File: config.mk
export PLATFORM = sky130hd
export DESIGN_NAME = monitor_result_and_limit_regs
export DESIGN_NICKNAME = d
export VERILOG_FILES = /design/src/include/mon_regs_pkg.sv /design/src/design/sample_averager.sv /design/src/design/monitor_result_and_limit_regs.sv
export SDC_FILE = /design/constraint.sdc
export NUM_CORES = 1
export LEC_CHECK = 0
export ABC_AREA = 1
export BUFFER_PORTS_ARGS = -buffer_cell sky130_fd_sc_hd__buf_2
export CORE_UTILIZATION = 50
export DETAILED_ROUTE_END_ITERATION = 16
export PLACE_DENSITY = 0.66
export SYNTH_ARGS = -nofsm -noshare
export SYNTH_HDL_FRONTEND = slang
export SYNTH_HIERARCHICAL = 1
export SYNTH_SLANG_ARGS = --single-unit
File: constraint.sdc
create_clock -name clk -period 5.7 [get_ports clk]
set_input_delay 1.14 -clock clk [delete_from_list [all_inputs] [get_ports clk]]
set_output_delay 1.14 -clock clk [all_outputs]
set_load 0.03 [all_outputs]
File: src/include/mon_regs_pkg.sv
// Register map, field layout and constants for the monitor result and limit bank
// Overview of operation
// - Shunt result holds averaged value, not raw
// - Bit 15 is sign, twos complement
// - Shunt magnitude bits 14-3, 40 uV per count
// - Bus magnitude bits 14-3, 8 mV per count
// - Results read-only, low three bits zero
// - Channel 2/3 results at 03h-06h, reset zero
// - Critical limit checked on every raw channel-1 shunt conversion
// - Limit register 07h, read/write, resets 7FF8h
// - Averaging count 1 to 1024 by select
package mon_regs_pkg;
    localparam int          DATA_W          = 16;
    localparam int          ADDR_W          = 8;
    localparam int          MAG_W           = 12;
    localparam int          SEL_W           = 3;
    localparam int          CHAN_W          = 2;
    localparam int          ACC_W           = MAG_W + 1 + 10;
    localparam int          SIGN_BIT        = 15;
    localparam int          MAG_LSB         = 3;
    localparam int          SHIFT_W         = 4;

    localparam logic [7:0]  ADDR_CH1_BUS    = 8'h02;
    localparam logic [7:0]  ADDR_CH2_SHUNT  = 8'h03;
    localparam logic [7:0]  ADDR_CH2_BUS    = 8'h04;
    localparam logic [7:0]  ADDR_CH3_SHUNT  = 8'h05;
    localparam logic [7:0]  ADDR_CH3_BUS    = 8'h06;
    localparam logic [7:0]  ADDR_CH1_LIMIT  = 8'h07;

    localparam logic [15:0] RESULT_RESET    = 16'h0000;
    localparam logic [15:0] LIMIT_RESET     = 16'h7FF8;
    localparam logic [15:0] RESERVED_MASK   = 16'hFFF8;
    localparam logic [15:0] UNMAPPED_VALUE  = 16'h0000;

    localparam logic [1:0]  CHAN_1          = 2'h1;
    localparam logic [1:0]  CHAN_2          = 2'h2;
    localparam logic [1:0]  CHAN_3          = 2'h3;

    typedef enum logic {MEAS_SHUNT, MEAS_BUS} meas_kind_t;
endpackage

File: src/design/sample_averager.sv
// Sign-aware sample accumulator producing one averaged 13-bit result
`timescale 1ns/100ps
`default_nettype none
module sample_averager
    import mon_regs_pkg::*;
(
    input  wire logic                        clk,
    input  wire logic                        reset_n,
    input  wire logic                        clear,
    input  wire logic [mon_regs_pkg::SEL_W-1:0] sampleCountSelect,
    input  wire logic                        sampleValid,
    input  wire logic [mon_regs_pkg::MAG_W:0] sampleValue,
    output logic                             avgValid,
    output logic      [mon_regs_pkg::MAG_W:0] avgValue
);
    // Log2 of sample count: 1,4,16,64,128,256,512,1024
    function automatic logic [SHIFT_W-1:0] countShift(input logic [SEL_W-1:0] sel);
        logic [SHIFT_W-1:0] s;
        s = 4'h0;
        unique case (sel)
            3'h0: s = 4'h0;
            3'h1: s = 4'h2;
            3'h2: s = 4'h4;
            3'h3: s = 4'h6;
            3'h4: s = 4'h7;
            3'h5: s = 4'h8;
            3'h6: s = 4'h9;
            3'h7: s = 4'hA;
        endcase
        return s;
    endfunction

    logic signed [ACC_W-1:0] accQ;
    logic        [10:0]      cntQ;
    wire  [SHIFT_W-1:0]      shiftAmt = countShift(sampleCountSelect);
    wire  [10:0]             target   = 11'(11'h001 << shiftAmt);
    wire  signed [ACC_W-1:0] accNext  = accQ + ACC_W'(signed'(sampleValue));
    wire                     lastOne  = sampleValid && (cntQ + 11'h001 == target);
    wire  signed [ACC_W-1:0] quotient = accNext >>> shiftAmt;

    always_ff @(posedge clk or negedge reset_n) begin
        if (!reset_n) begin
            accQ     <= '0;
            cntQ     <= '0;
            avgValid <= 1'b0;
            avgValue <= '0;
        end else begin
            avgValid <= 1'b0;
            if (clear) begin
                accQ <= '0;
                cntQ <= '0;
            end else if (lastOne) begin
                accQ     <= '0;
                cntQ     <= '0;
                avgValid <= 1'b1;
                avgValue <= quotient[MAG_W:0];
            end else if (sampleValid) begin
                accQ <= accNext;
                cntQ <= cntQ + 11'h001;
            end
        end
    end
endmodule
`default_nettype wire

File: src/design/monitor_result_and_limit_regs.sv
// Result and channel-1 critical limit register bank with conversion averaging
`timescale 1ns/100ps
`default_nettype none
module monitor_result_and_limit_regs
    import mon_regs_pkg::*;
(
    input  wire logic                          clk,
    input  wire logic                          reset_n,
    input  wire logic                          softReset,
    input  wire logic [mon_regs_pkg::SEL_W-1:0] sampleCountSelect,
    input  wire logic                          convValid,
    input  wire logic [mon_regs_pkg::CHAN_W-1:0] convChannel,
    input  wire logic                          convIsBus,
    input  wire logic [mon_regs_pkg::MAG_W:0]  convValue,
    input  wire logic [mon_regs_pkg::ADDR_W-1:0] regAddr,
    input  wire logic                          regWrite,
    input  wire logic [mon_regs_pkg::DATA_W-1:0] regWriteData,
    output logic      [mon_regs_pkg::DATA_W-1:0] regReadData,
    output logic                               ch1Critical
);
    // Convert signed 13-bit conversion to register word, low bits zero
    function automatic logic [DATA_W-1:0] toWord(input logic [MAG_W:0] v);
        return {v, 3'b000};
    endfunction

    // Strobe decode shared by every channel and measurement kind
    function automatic logic convMatch(input logic              valid,
                                       input logic [CHAN_W-1:0] ch,
                                       input logic              bus,
                                       input logic [CHAN_W-1:0] wantCh,
                                       input logic              wantBus);
        return valid && ch == wantCh && bus == wantBus;
    endfunction

    logic [DATA_W-1:0] ch1BusQ;
    logic [DATA_W-1:0] ch2ShuntQ;
    logic [DATA_W-1:0] ch2BusQ;
    logic [DATA_W-1:0] ch3ShuntQ;
    logic [DATA_W-1:0] ch3BusQ;
    logic [DATA_W-1:0] ch1LimitQ;
    logic              ch1CriticalQ;

    // One averager per stored result; channel 1 shunt register lives elsewhere
    // but its raw samples still feed the critical compare.
    wire selCh1Bus   = convMatch(convValid, convChannel, convIsBus, CHAN_1, MEAS_BUS);
    wire selCh2Shunt = convMatch(convValid, convChannel, convIsBus, CHAN_2, MEAS_SHUNT);
    wire selCh2Bus   = convMatch(convValid, convChannel, convIsBus, CHAN_2, MEAS_BUS);
    wire selCh3Shunt = convMatch(convValid, convChannel, convIsBus, CHAN_3, MEAS_SHUNT);
    wire selCh3Bus   = convMatch(convValid, convChannel, convIsBus, CHAN_3, MEAS_BUS);
    wire ch1ShuntRaw = convMatch(convValid, convChannel, convIsBus, CHAN_1, MEAS_SHUNT);

    wire                avgV1B;
    wire                avgV2S;
    wire                avgV2B;
    wire                avgV3S;
    wire                avgV3B;
    wire [MAG_W:0]      avgD1B;
    wire [MAG_W:0]      avgD2S;
    wire [MAG_W:0]      avgD2B;
    wire [MAG_W:0]      avgD3S;
    wire [MAG_W:0]      avgD3B;

    sample_averager uAvg1B (
        .clk               (clk),
        .reset_n           (reset_n),
        .clear             (softReset),
        .sampleCountSelect (sampleCountSelect),
        .sampleValid       (selCh1Bus),
        .sampleValue       (convValue),
        .avgValid          (avgV1B),
        .avgValue          (avgD1B)
    );
    sample_averager uAvg2S (
        .clk               (clk),
        .reset_n           (reset_n),
        .clear             (softReset),
        .sampleCountSelect (sampleCountSelect),
        .sampleValid       (selCh2Shunt),
        .sampleValue       (convValue),
        .avgValid          (avgV2S),
        .avgValue          (avgD2S)
    );
    sample_averager uAvg2B (
        .clk               (clk),
        .reset_n           (reset_n),
        .clear             (softReset),
        .sampleCountSelect (sampleCountSelect),
        .sampleValid       (selCh2Bus),
        .sampleValue       (convValue),
        .avgValid          (avgV2B),
        .avgValue          (avgD2B)
    );
    sample_averager uAvg3S (
        .clk               (clk),
        .reset_n           (reset_n),
        .clear             (softReset),
        .sampleCountSelect (sampleCountSelect),
        .sampleValid       (selCh3Shunt),
        .sampleValue       (convValue),
        .avgValid          (avgV3S),
        .avgValue          (avgD3S)
    );
    sample_averager uAvg3B (
        .clk               (clk),
        .reset_n           (reset_n),
        .clear             (softReset),
        .sampleCountSelect (sampleCountSelect),
        .sampleValid       (selCh3Bus),
        .sampleValue       (convValue),
        .avgValid          (avgV3B),
        .avgValue          (avgD3B)
    );

    // Compare raw conversion, signed, against the limit field
    wire signed [MAG_W:0] limitField = ch1LimitQ[DATA_W-1:MAG_LSB];
    wire signed [MAG_W:0] rawSigned  = convValue;
    wire                  overLimit  = ch1ShuntRaw && (rawSigned > limitField);
    wire                  limitWrite = regWrite && regAddr == ADDR_CH1_LIMIT;

    always_ff @(posedge clk or negedge reset_n) begin
        if (!reset_n) begin
            ch1BusQ <= RESULT_RESET;
        end else if (softReset) begin
            ch1BusQ <= RESULT_RESET;
        end else if (avgV1B) begin
            ch1BusQ <= toWord(avgD1B);
        end
    end

    always_ff @(posedge clk or negedge reset_n) begin
        if (!reset_n) begin
            ch2ShuntQ <= RESULT_RESET;
        end else if (softReset) begin
            ch2ShuntQ <= RESULT_RESET;
        end else if (avgV2S) begin
            ch2ShuntQ <= toWord(avgD2S);
        end
    end

    always_ff @(posedge clk or negedge reset_n) begin
        if (!reset_n) begin
            ch2BusQ <= RESULT_RESET;
        end else if (softReset) begin
            ch2BusQ <= RESULT_RESET;
        end else if (avgV2B) begin
            ch2BusQ <= toWord(avgD2B);
        end
    end

    always_ff @(posedge clk or negedge reset_n) begin
        if (!reset_n) begin
            ch3ShuntQ <= RESULT_RESET;
        end else if (softReset) begin
            ch3ShuntQ <= RESULT_RESET;
        end else if (avgV3S) begin
            ch3ShuntQ <= toWord(avgD3S);
        end
    end

    always_ff @(posedge clk or negedge reset_n) begin
        if (!reset_n) begin
            ch3BusQ <= RESULT_RESET;
        end else if (softReset) begin
            ch3BusQ <= RESULT_RESET;
        end else if (avgV3B) begin
            ch3BusQ <= toWord(avgD3B);
        end
    end

    always_ff @(posedge clk or negedge reset_n) begin
        if (!reset_n) begin
            ch1LimitQ <= LIMIT_RESET;
        end else if (softReset) begin
            ch1LimitQ <= LIMIT_RESET;
        end else if (limitWrite) begin
            // Reserved bits are masked to zero on write so the compare stays aligned
            ch1LimitQ <= regWriteData & RESERVED_MASK;
        end
    end

    // Flag is a level that follows the latest channel-1 shunt conversion
    always_ff @(posedge clk or negedge reset_n) begin
        if (!reset_n) begin
            ch1CriticalQ <= 1'b0;
        end else if (softReset) begin
            ch1CriticalQ <= 1'b0;
        end else if (ch1ShuntRaw) begin
            ch1CriticalQ <= overLimit;
        end
    end
    assign ch1Critical = ch1CriticalQ;

    // Result registers ignore writes; read data is registered from the address
    logic [DATA_W-1:0] readMux;
    always_comb begin
        readMux = UNMAPPED_VALUE;
        unique case (regAddr)
            ADDR_CH1_BUS:   readMux = ch1BusQ;
            ADDR_CH2_SHUNT: readMux = ch2ShuntQ;
            ADDR_CH2_BUS:   readMux = ch2BusQ;
            ADDR_CH3_SHUNT: readMux = ch3ShuntQ;
            ADDR_CH3_BUS:   readMux = ch3BusQ;
            ADDR_CH1_LIMIT: readMux = ch1LimitQ;
            default:        readMux = UNMAPPED_VALUE;
        endcase
    end

    always_ff @(posedge clk or negedge reset_n) begin
        if (!reset_n) begin
            regReadData <= '0;
        end else begin
            regReadData <= readMux & RESERVED_MASK;
        end
    end

    a_read_low_zero: assert property (@(posedge clk) disable iff (!reset_n)
        regReadData[MAG_LSB-1:0] == 3'b000) else $error("low bits not zero");
    a_result_readonly: assert property (@(posedge clk) disable iff (!reset_n)
        (regWrite && regAddr == ADDR_CH2_SHUNT && !avgV2S && !softReset)
        |=> ch2ShuntQ == $past(ch2ShuntQ)) else $error("result written");
    a_limit_write: assert property (@(posedge clk) disable iff (!reset_n)
        (limitWrite && !softReset) |=> ch1LimitQ == ($past(regWriteData) & RESERVED_MASK))
        else $error("limit not stored");
    a_soft_reset: assert property (@(posedge clk) disable iff (!reset_n)
        softReset |=> ch1LimitQ == LIMIT_RESET && ch2BusQ == RESULT_RESET && !ch1Critical)
        else $error("soft reset defaults");
    a_crit_raise: assert property (@(posedge clk) disable iff (!reset_n)
        (ch1ShuntRaw && !softReset && $signed(convValue) > $signed(ch1LimitQ[15:3]))
        |=> ch1Critical) else $error("critical missed");
    a_crit_clear: assert property (@(posedge clk) disable iff (!reset_n)
        (ch1ShuntRaw && !softReset && $signed(convValue) <= $signed(ch1LimitQ[15:3]))
        |=> !ch1Critical) else $error("critical false");
    a_avg_format: assert property (@(posedge clk) disable iff (!reset_n)
        (avgV3S && !softReset) |=> ch3ShuntQ == {$past(avgD3S), 3'b000})
        else $error("shunt format");
    a_addr_decode: assert property (@(posedge clk) disable iff (!reset_n)
        (regAddr == ADDR_CH3_BUS) |=> regReadData == ($past(ch3BusQ) & RESERVED_MASK))
        else $error("decode 06h");
    a_single_raw: assert property (@(posedge clk) disable iff (!reset_n)
        (sampleCountSelect == 3'h0 && selCh2Bus && !softReset) |=> avgV2B)
        else $error("one-sample average");
    a_sign_bit: assert property (@(posedge clk) disable iff (!reset_n)
        (avgV2B && !softReset) |=> ch2BusQ[SIGN_BIT] == $past(avgD2B[MAG_W]))
        else $error("sign bit");

    // Read port decode, one property per address
    a_decode_ch1_bus: assert property (@(posedge clk) disable iff (!reset_n)
        (regAddr == ADDR_CH1_BUS) |=> regReadData == ($past(ch1BusQ) & RESERVED_MASK))
        else $error("decode 02h");
    a_decode_ch2_shunt: assert property (@(posedge clk) disable iff (!reset_n)
        (regAddr == ADDR_CH2_SHUNT) |=> regReadData == ($past(ch2ShuntQ) & RESERVED_MASK))
        else $error("decode 03h");
    a_decode_ch2_bus: assert property (@(posedge clk) disable iff (!reset_n)
        (regAddr == ADDR_CH2_BUS) |=> regReadData == ($past(ch2BusQ) & RESERVED_MASK))
        else $error("decode 04h");
    a_decode_ch3_shunt: assert property (@(posedge clk) disable iff (!reset_n)
        (regAddr == ADDR_CH3_SHUNT) |=> regReadData == ($past(ch3ShuntQ) & RESERVED_MASK))
        else $error("decode 05h");
    a_decode_limit: assert property (@(posedge clk) disable iff (!reset_n)
        (regAddr == ADDR_CH1_LIMIT) |=> regReadData == ($past(ch1LimitQ) & RESERVED_MASK))
        else $error("decode 07h");
    a_decode_unmapped: assert property (@(posedge clk) disable iff (!reset_n)
        (regAddr < ADDR_CH1_BUS || regAddr > ADDR_CH1_LIMIT) |=> regReadData == UNMAPPED_VALUE)
        else $error("unmapped read");

    // Result registers ignore the register port
    a_readonly_ch1_bus: assert property (@(posedge clk) disable iff (!reset_n)
        (regWrite && regAddr == ADDR_CH1_BUS && !avgV1B && !softReset)
        |=> ch1BusQ == $past(ch1BusQ)) else $error("result 02h written");
    a_readonly_ch2_bus: assert property (@(posedge clk) disable iff (!reset_n)
        (regWrite && regAddr == ADDR_CH2_BUS && !avgV2B && !softReset)
        |=> ch2BusQ == $past(ch2BusQ)) else $error("result 04h written");
    a_readonly_ch3_shunt: assert property (@(posedge clk) disable iff (!reset_n)
        (regWrite && regAddr == ADDR_CH3_SHUNT && !avgV3S && !softReset)
        |=> ch3ShuntQ == $past(ch3ShuntQ)) else $error("result 05h written");
    a_readonly_ch3_bus: assert property (@(posedge clk) disable iff (!reset_n)
        (regWrite && regAddr == ADDR_CH3_BUS && !avgV3B && !softReset)
        |=> ch3BusQ == $past(ch3BusQ)) else $error("result 06h written");

    // Averaged word lands above the reserved bits
    a_format_ch1_bus: assert property (@(posedge clk) disable iff (!reset_n)
        (avgV1B && !softReset) |=> ch1BusQ == {$past(avgD1B), 3'b000})
        else $error("bus format 02h");
    a_format_ch2_shunt: assert property (@(posedge clk) disable iff (!reset_n)
        (avgV2S && !softReset) |=> ch2ShuntQ == {$past(avgD2S), 3'b000})
        else $error("shunt format 03h");
    a_format_ch2_bus: assert property (@(posedge clk) disable iff (!reset_n)
        (avgV2B && !softReset) |=> ch2BusQ == {$past(avgD2B), 3'b000})
        else $error("bus format 04h");
    a_format_ch3_bus: assert property (@(posedge clk) disable iff (!reset_n)
        (avgV3B && !softReset) |=> ch3BusQ == {$past(avgD3B), 3'b000})
        else $error("bus format 06h");

    // State moves only on its own event
    a_crit_hold: assert property (@(posedge clk) disable iff (!reset_n)
        (!ch1ShuntRaw && !softReset) |=> $stable(ch1Critical))
        else $error("critical changed");
    a_limit_hold: assert property (@(posedge clk) disable iff (!reset_n)
        (!limitWrite && !softReset) |=> $stable(ch1LimitQ))
        else $error("limit changed");
    a_hold_ch2_shunt: assert property (@(posedge clk) disable iff (!reset_n)
        (!avgV2S && !softReset) |=> $stable(ch2ShuntQ))
        else $error("shunt 03h changed");
    a_hold_ch3_shunt: assert property (@(posedge clk) disable iff (!reset_n)
        (!avgV3S && !softReset) |=> $stable(ch3ShuntQ))
        else $error("shunt 05h changed");
    a_soft_results: assert property (@(posedge clk) disable iff (!reset_n)
        softReset |=> ch1BusQ == RESULT_RESET && ch2ShuntQ == RESULT_RESET
            && ch3ShuntQ == RESULT_RESET && ch3BusQ == RESULT_RESET)
        else $error("results not cleared");
endmodule
`default_nettype wire

==> results.cfg <==
[floorplan]
pin_count = 65
die_w_um = 245
die_h_um = 245
num_rows = 88
core_sq_um = 57900
dieArea_sq_um = 59900
start_util_pct = 50.9

[route]
vias_per_cell = 5.40
initialDrtViolationCount = 2430
drcViolationCount = 0
highest_layer = met5
wl_per_cell_um = 16.4
met1Wirelength_um = 42700
met3WireLength_um = 5200
wl_met2_um = 40900
ant_nets = 0
via_count = 30019
drtPass1Iterations = 8
wirelength_um = 91200

[grt]
grt_usage_pct = 30.5
grt_max_degree = 120
grt_pass1_wl_um = 147000
antenna_found_initial = 2
grt_pass1_vias = 28185
overflow = 0

[sta]
clock.fmax_mhz = 251
tightest_slew_ns = 1.13
slew_viol_final = 0
fin_tns_setup_ns = 0
post-route-min-period_ns = 3.99
grt_setup_unrepaired = false
skew_ns = 0.0231
setup_viol = 0
fin_crit_sh_pct = 70.0
max_slew_margin_pct = 24.0
hold_ws_ns = 0.473
finalHoldViolations = 0

[critical_path]
cp.arrival_ns = 4.46
max_stage_delay_ns = 0.45
cp-start-kind = input pin
crit_fanout = 13
crit_chain = buf_2 -> inv_1 -> ha_1 -> nand2_1 -> o21ai_1 -> nand2_1 -> inv_2 -> nand2_1 -> nand2_1 -> nand2_1 -> nor2_1 -> nand3_2 -> nor2_4 -> nand3_1 -> nor2_1 -> nor2_1
crit_type = input pin to register
cp-end-kind = register
required_ns = 6.17
reg2reg_depth = 12
crit_top_cell = nand2_1
crit_slowest_cell = o21ai_1

[placed_design]
portBuffers = 58
gp_congestion = 0.960
hpwl_um = 69800
placed_area_sq_um = 30300

[layout]
design_area_sq_um = 31700
multiInputGateArea_sq_um = 17900
drive_gt1_share_pct = 7.45
nets = 4946
n_antenna_cell = 0
fill_cells = 6055
fin_util_pct = 54.7
seq_area_sq_um = 8320
area_growth_pct = 7.51

[clock_network]
cts_num_sinks = 332
cts_resized = 0
numCtsBuffers = 41
htree_levels = 2
clk_path_buf_depth = 3
clock_latency_ns = 0.59
cts_setup_buffers = 0
cts_tree = yes
cts_hold_buf = 0
cts-root-buf = clkbuf_16
clk_pin_slew_ns = 0.06

[logic_synthesis]
synth-seq-cells = 332
yosysTopAreaCell = dfrtp_1
yosysWarnings = 6
yosys-top-cells-area = dfrtp_1 (27%), nand2_1 (20%), nand3_1 (14%)
ys_seq_area_share_pct = 28.2
avgSynthCellArea_sq_um = 6.20
ys_async_sr_fraction_pct = 100
yosysUniqueCellTypes = 52
synth_most_common_cell = nand2_1
yosys.area.top_type_share_pct = 27.2
synth_edf_count = 0
netlist_top_cells_count = nand2_1 (1544), nand3_1 (822), inv_1 (668)
synth_flop_cell = dfrtp_1
netlist_instances = 4752
synth_area_sq_um = 29500

[hold_path]
hold_path_class = input pin to async pin

[pwr]
leakage_uw = 0.0172
power.density_nw_per_um2 = 215
ir_worst_vdd_uv = 266

[job]
timing.max_cap.violations = 0

[outcome]
status = complete, no violations
## per-stage QoR
stage	power, uW	cells	setup WS (ns)
after floorplan	3710	4754	2.72
after global placement	4150	5482	1.22
after detailed placement	4170	5482	1.17
after CTS	6880	5558	1.78
after global routing	7190	5558	1.41
final	6830	5558	1.71
## logic make-up (layout without fill, tap and decap cells)
kind of cell	Yosys count	count (layout)	synth area share (%)
xor gates and xnor gates	41	41	1.22
adders and majority gates	138	138	5.99
buffers and inverters	827	866	11.2
other	1	3	0.0127
AOI/OAI and AO/OA	414	414	7.88
muxes	3	3	0.102
DFF	332	332	28.2
and+or+nand+nor	2996	2996	45.4
## report_power, final
| group | total, uW | switching (uW) | internal (uW) |
|---|---|---|---|
| combinational | 1530 | 1060 | 469 |
| sequential | 2610 | 103 | 2510 |
| clock | 2680 | 1130 | 1550 |
## worst max-delay path: cells and delay by family
family / cells / cell delay (ns)
AO/OA/AOI/OAI: 1 / 0.45
adder cells (fa/ha/maj): 1 / 0.39
AND/OR/NAND/NOR: 11 / 1.68
buffers and inverters: 3 / 0.76
## state kept, by name, indices dropped and copies added (netlist names), 23 cells and up
signal	count
uAvg2S/accQ	23
uAvg1B/accQ	23
uAvg3S/accQ	23
uAvg2B/accQ	23
uAvg3B/accQ	23
## layout make-up
type / count / share of cell area (%)
Multi-Input combinational cell: 3595 / 56.4
Inverter: 710 / 8.42
Sequential cell: 332 / 26.3
Clock inverter: 24 / 0.813
Timing Repair Buffer: 80 / 1.55
Clock buffer: 52 / 3.53
Tap cell: 765 / 3.02
## path summary, 6_finish.rpt
check / from / end / slack, ns
setup / recovery: sampleCountSelect[0] / uAvg2S/avgValue[7] / 1.71
hold / removal: reset_n / uAvg2S/accQ[15] / 0.47
setup reg to reg: uAvg2S/cntQ[0] / uAvg2S/avgValue[7] / 2.75
hold reg to reg: uAvg3B/accQ[17] / uAvg3B/accQ[17] / 0.48
max in group asynchronous: reset_n / uAvg3B/cntQ[0] / 4.19
min in group clk: uAvg3B/accQ[17] / uAvg3B/accQ[17] / 0.48
## routing by layer
metal | track usage, % | vias up
met2 | 49.9 | 787
met3 | 3.37 | 117
met5 | 0 | -
li1 | - | 15390
met1 | 42.5 | 13721
met4 | 8.69 | 4
## placed cells by master, fill, tap and decap left out, types with 4 or more instances in the layout
| cell | synthesis | routed |
|---|---|---|
| nand2_1 | 1544 | 1544 |
| nand3_1 | 822 | 822 |
| inv_1 | 668 | 668 |
| nor2_1 | 339 | 334 |
| dfrtp_1 | 320 | 320 |
| o21ai_0 | 189 | 186 |
| ha_1 | 133 | 133 |
| a21oi_1 | 97 | 97 |
| nand4_1 | 85 | 85 |
| buf_2 | 25 | 57 |
| o22ai_1 | 46 | 46 |
| clkbuf_16 | 0 | 41 |
| nand2_2 | 38 | 38 |
| nand3b_1 | 38 | 38 |
| o21ai_2 | 34 | 34 |
| inv_2 | 32 | 32 |
| o21ai_1 | 25 | 28 |
| xnor2_1 | 22 | 22 |
| buf_4 | 9 | 20 |
| nand3_2 | 20 | 20 |
| xor2_1 | 19 | 19 |
| nor3_1 | 18 | 18 |
| nor2_2 | 12 | 17 |
| or2_2 | 14 | 14 |
| nor2_4 | 14 | 14 |
| or2_1 | 12 | 12 |
| dfstp_2 | 12 | 12 |
| and2_1 | 10 | 10 |
| nor3_2 | 9 | 9 |
| clkinv_2 | 2 | 8 |
| a22o_1 | 8 | 8 |
| clkinv_1 | 8 | 8 |
| nor4_1 | 6 | 6 |
| clkbuf_1 | 56 | 6 |
| clkinv_4 | 0 | 6 |
| clkbuf_8 | 0 | 5 |
| fa_1 | 5 | 5 |
| inv_6 | 0 | 4 |
| clkinvlp_4 | 0 | 4 |
Note: power is estimated with default switching activity, not from simulation.
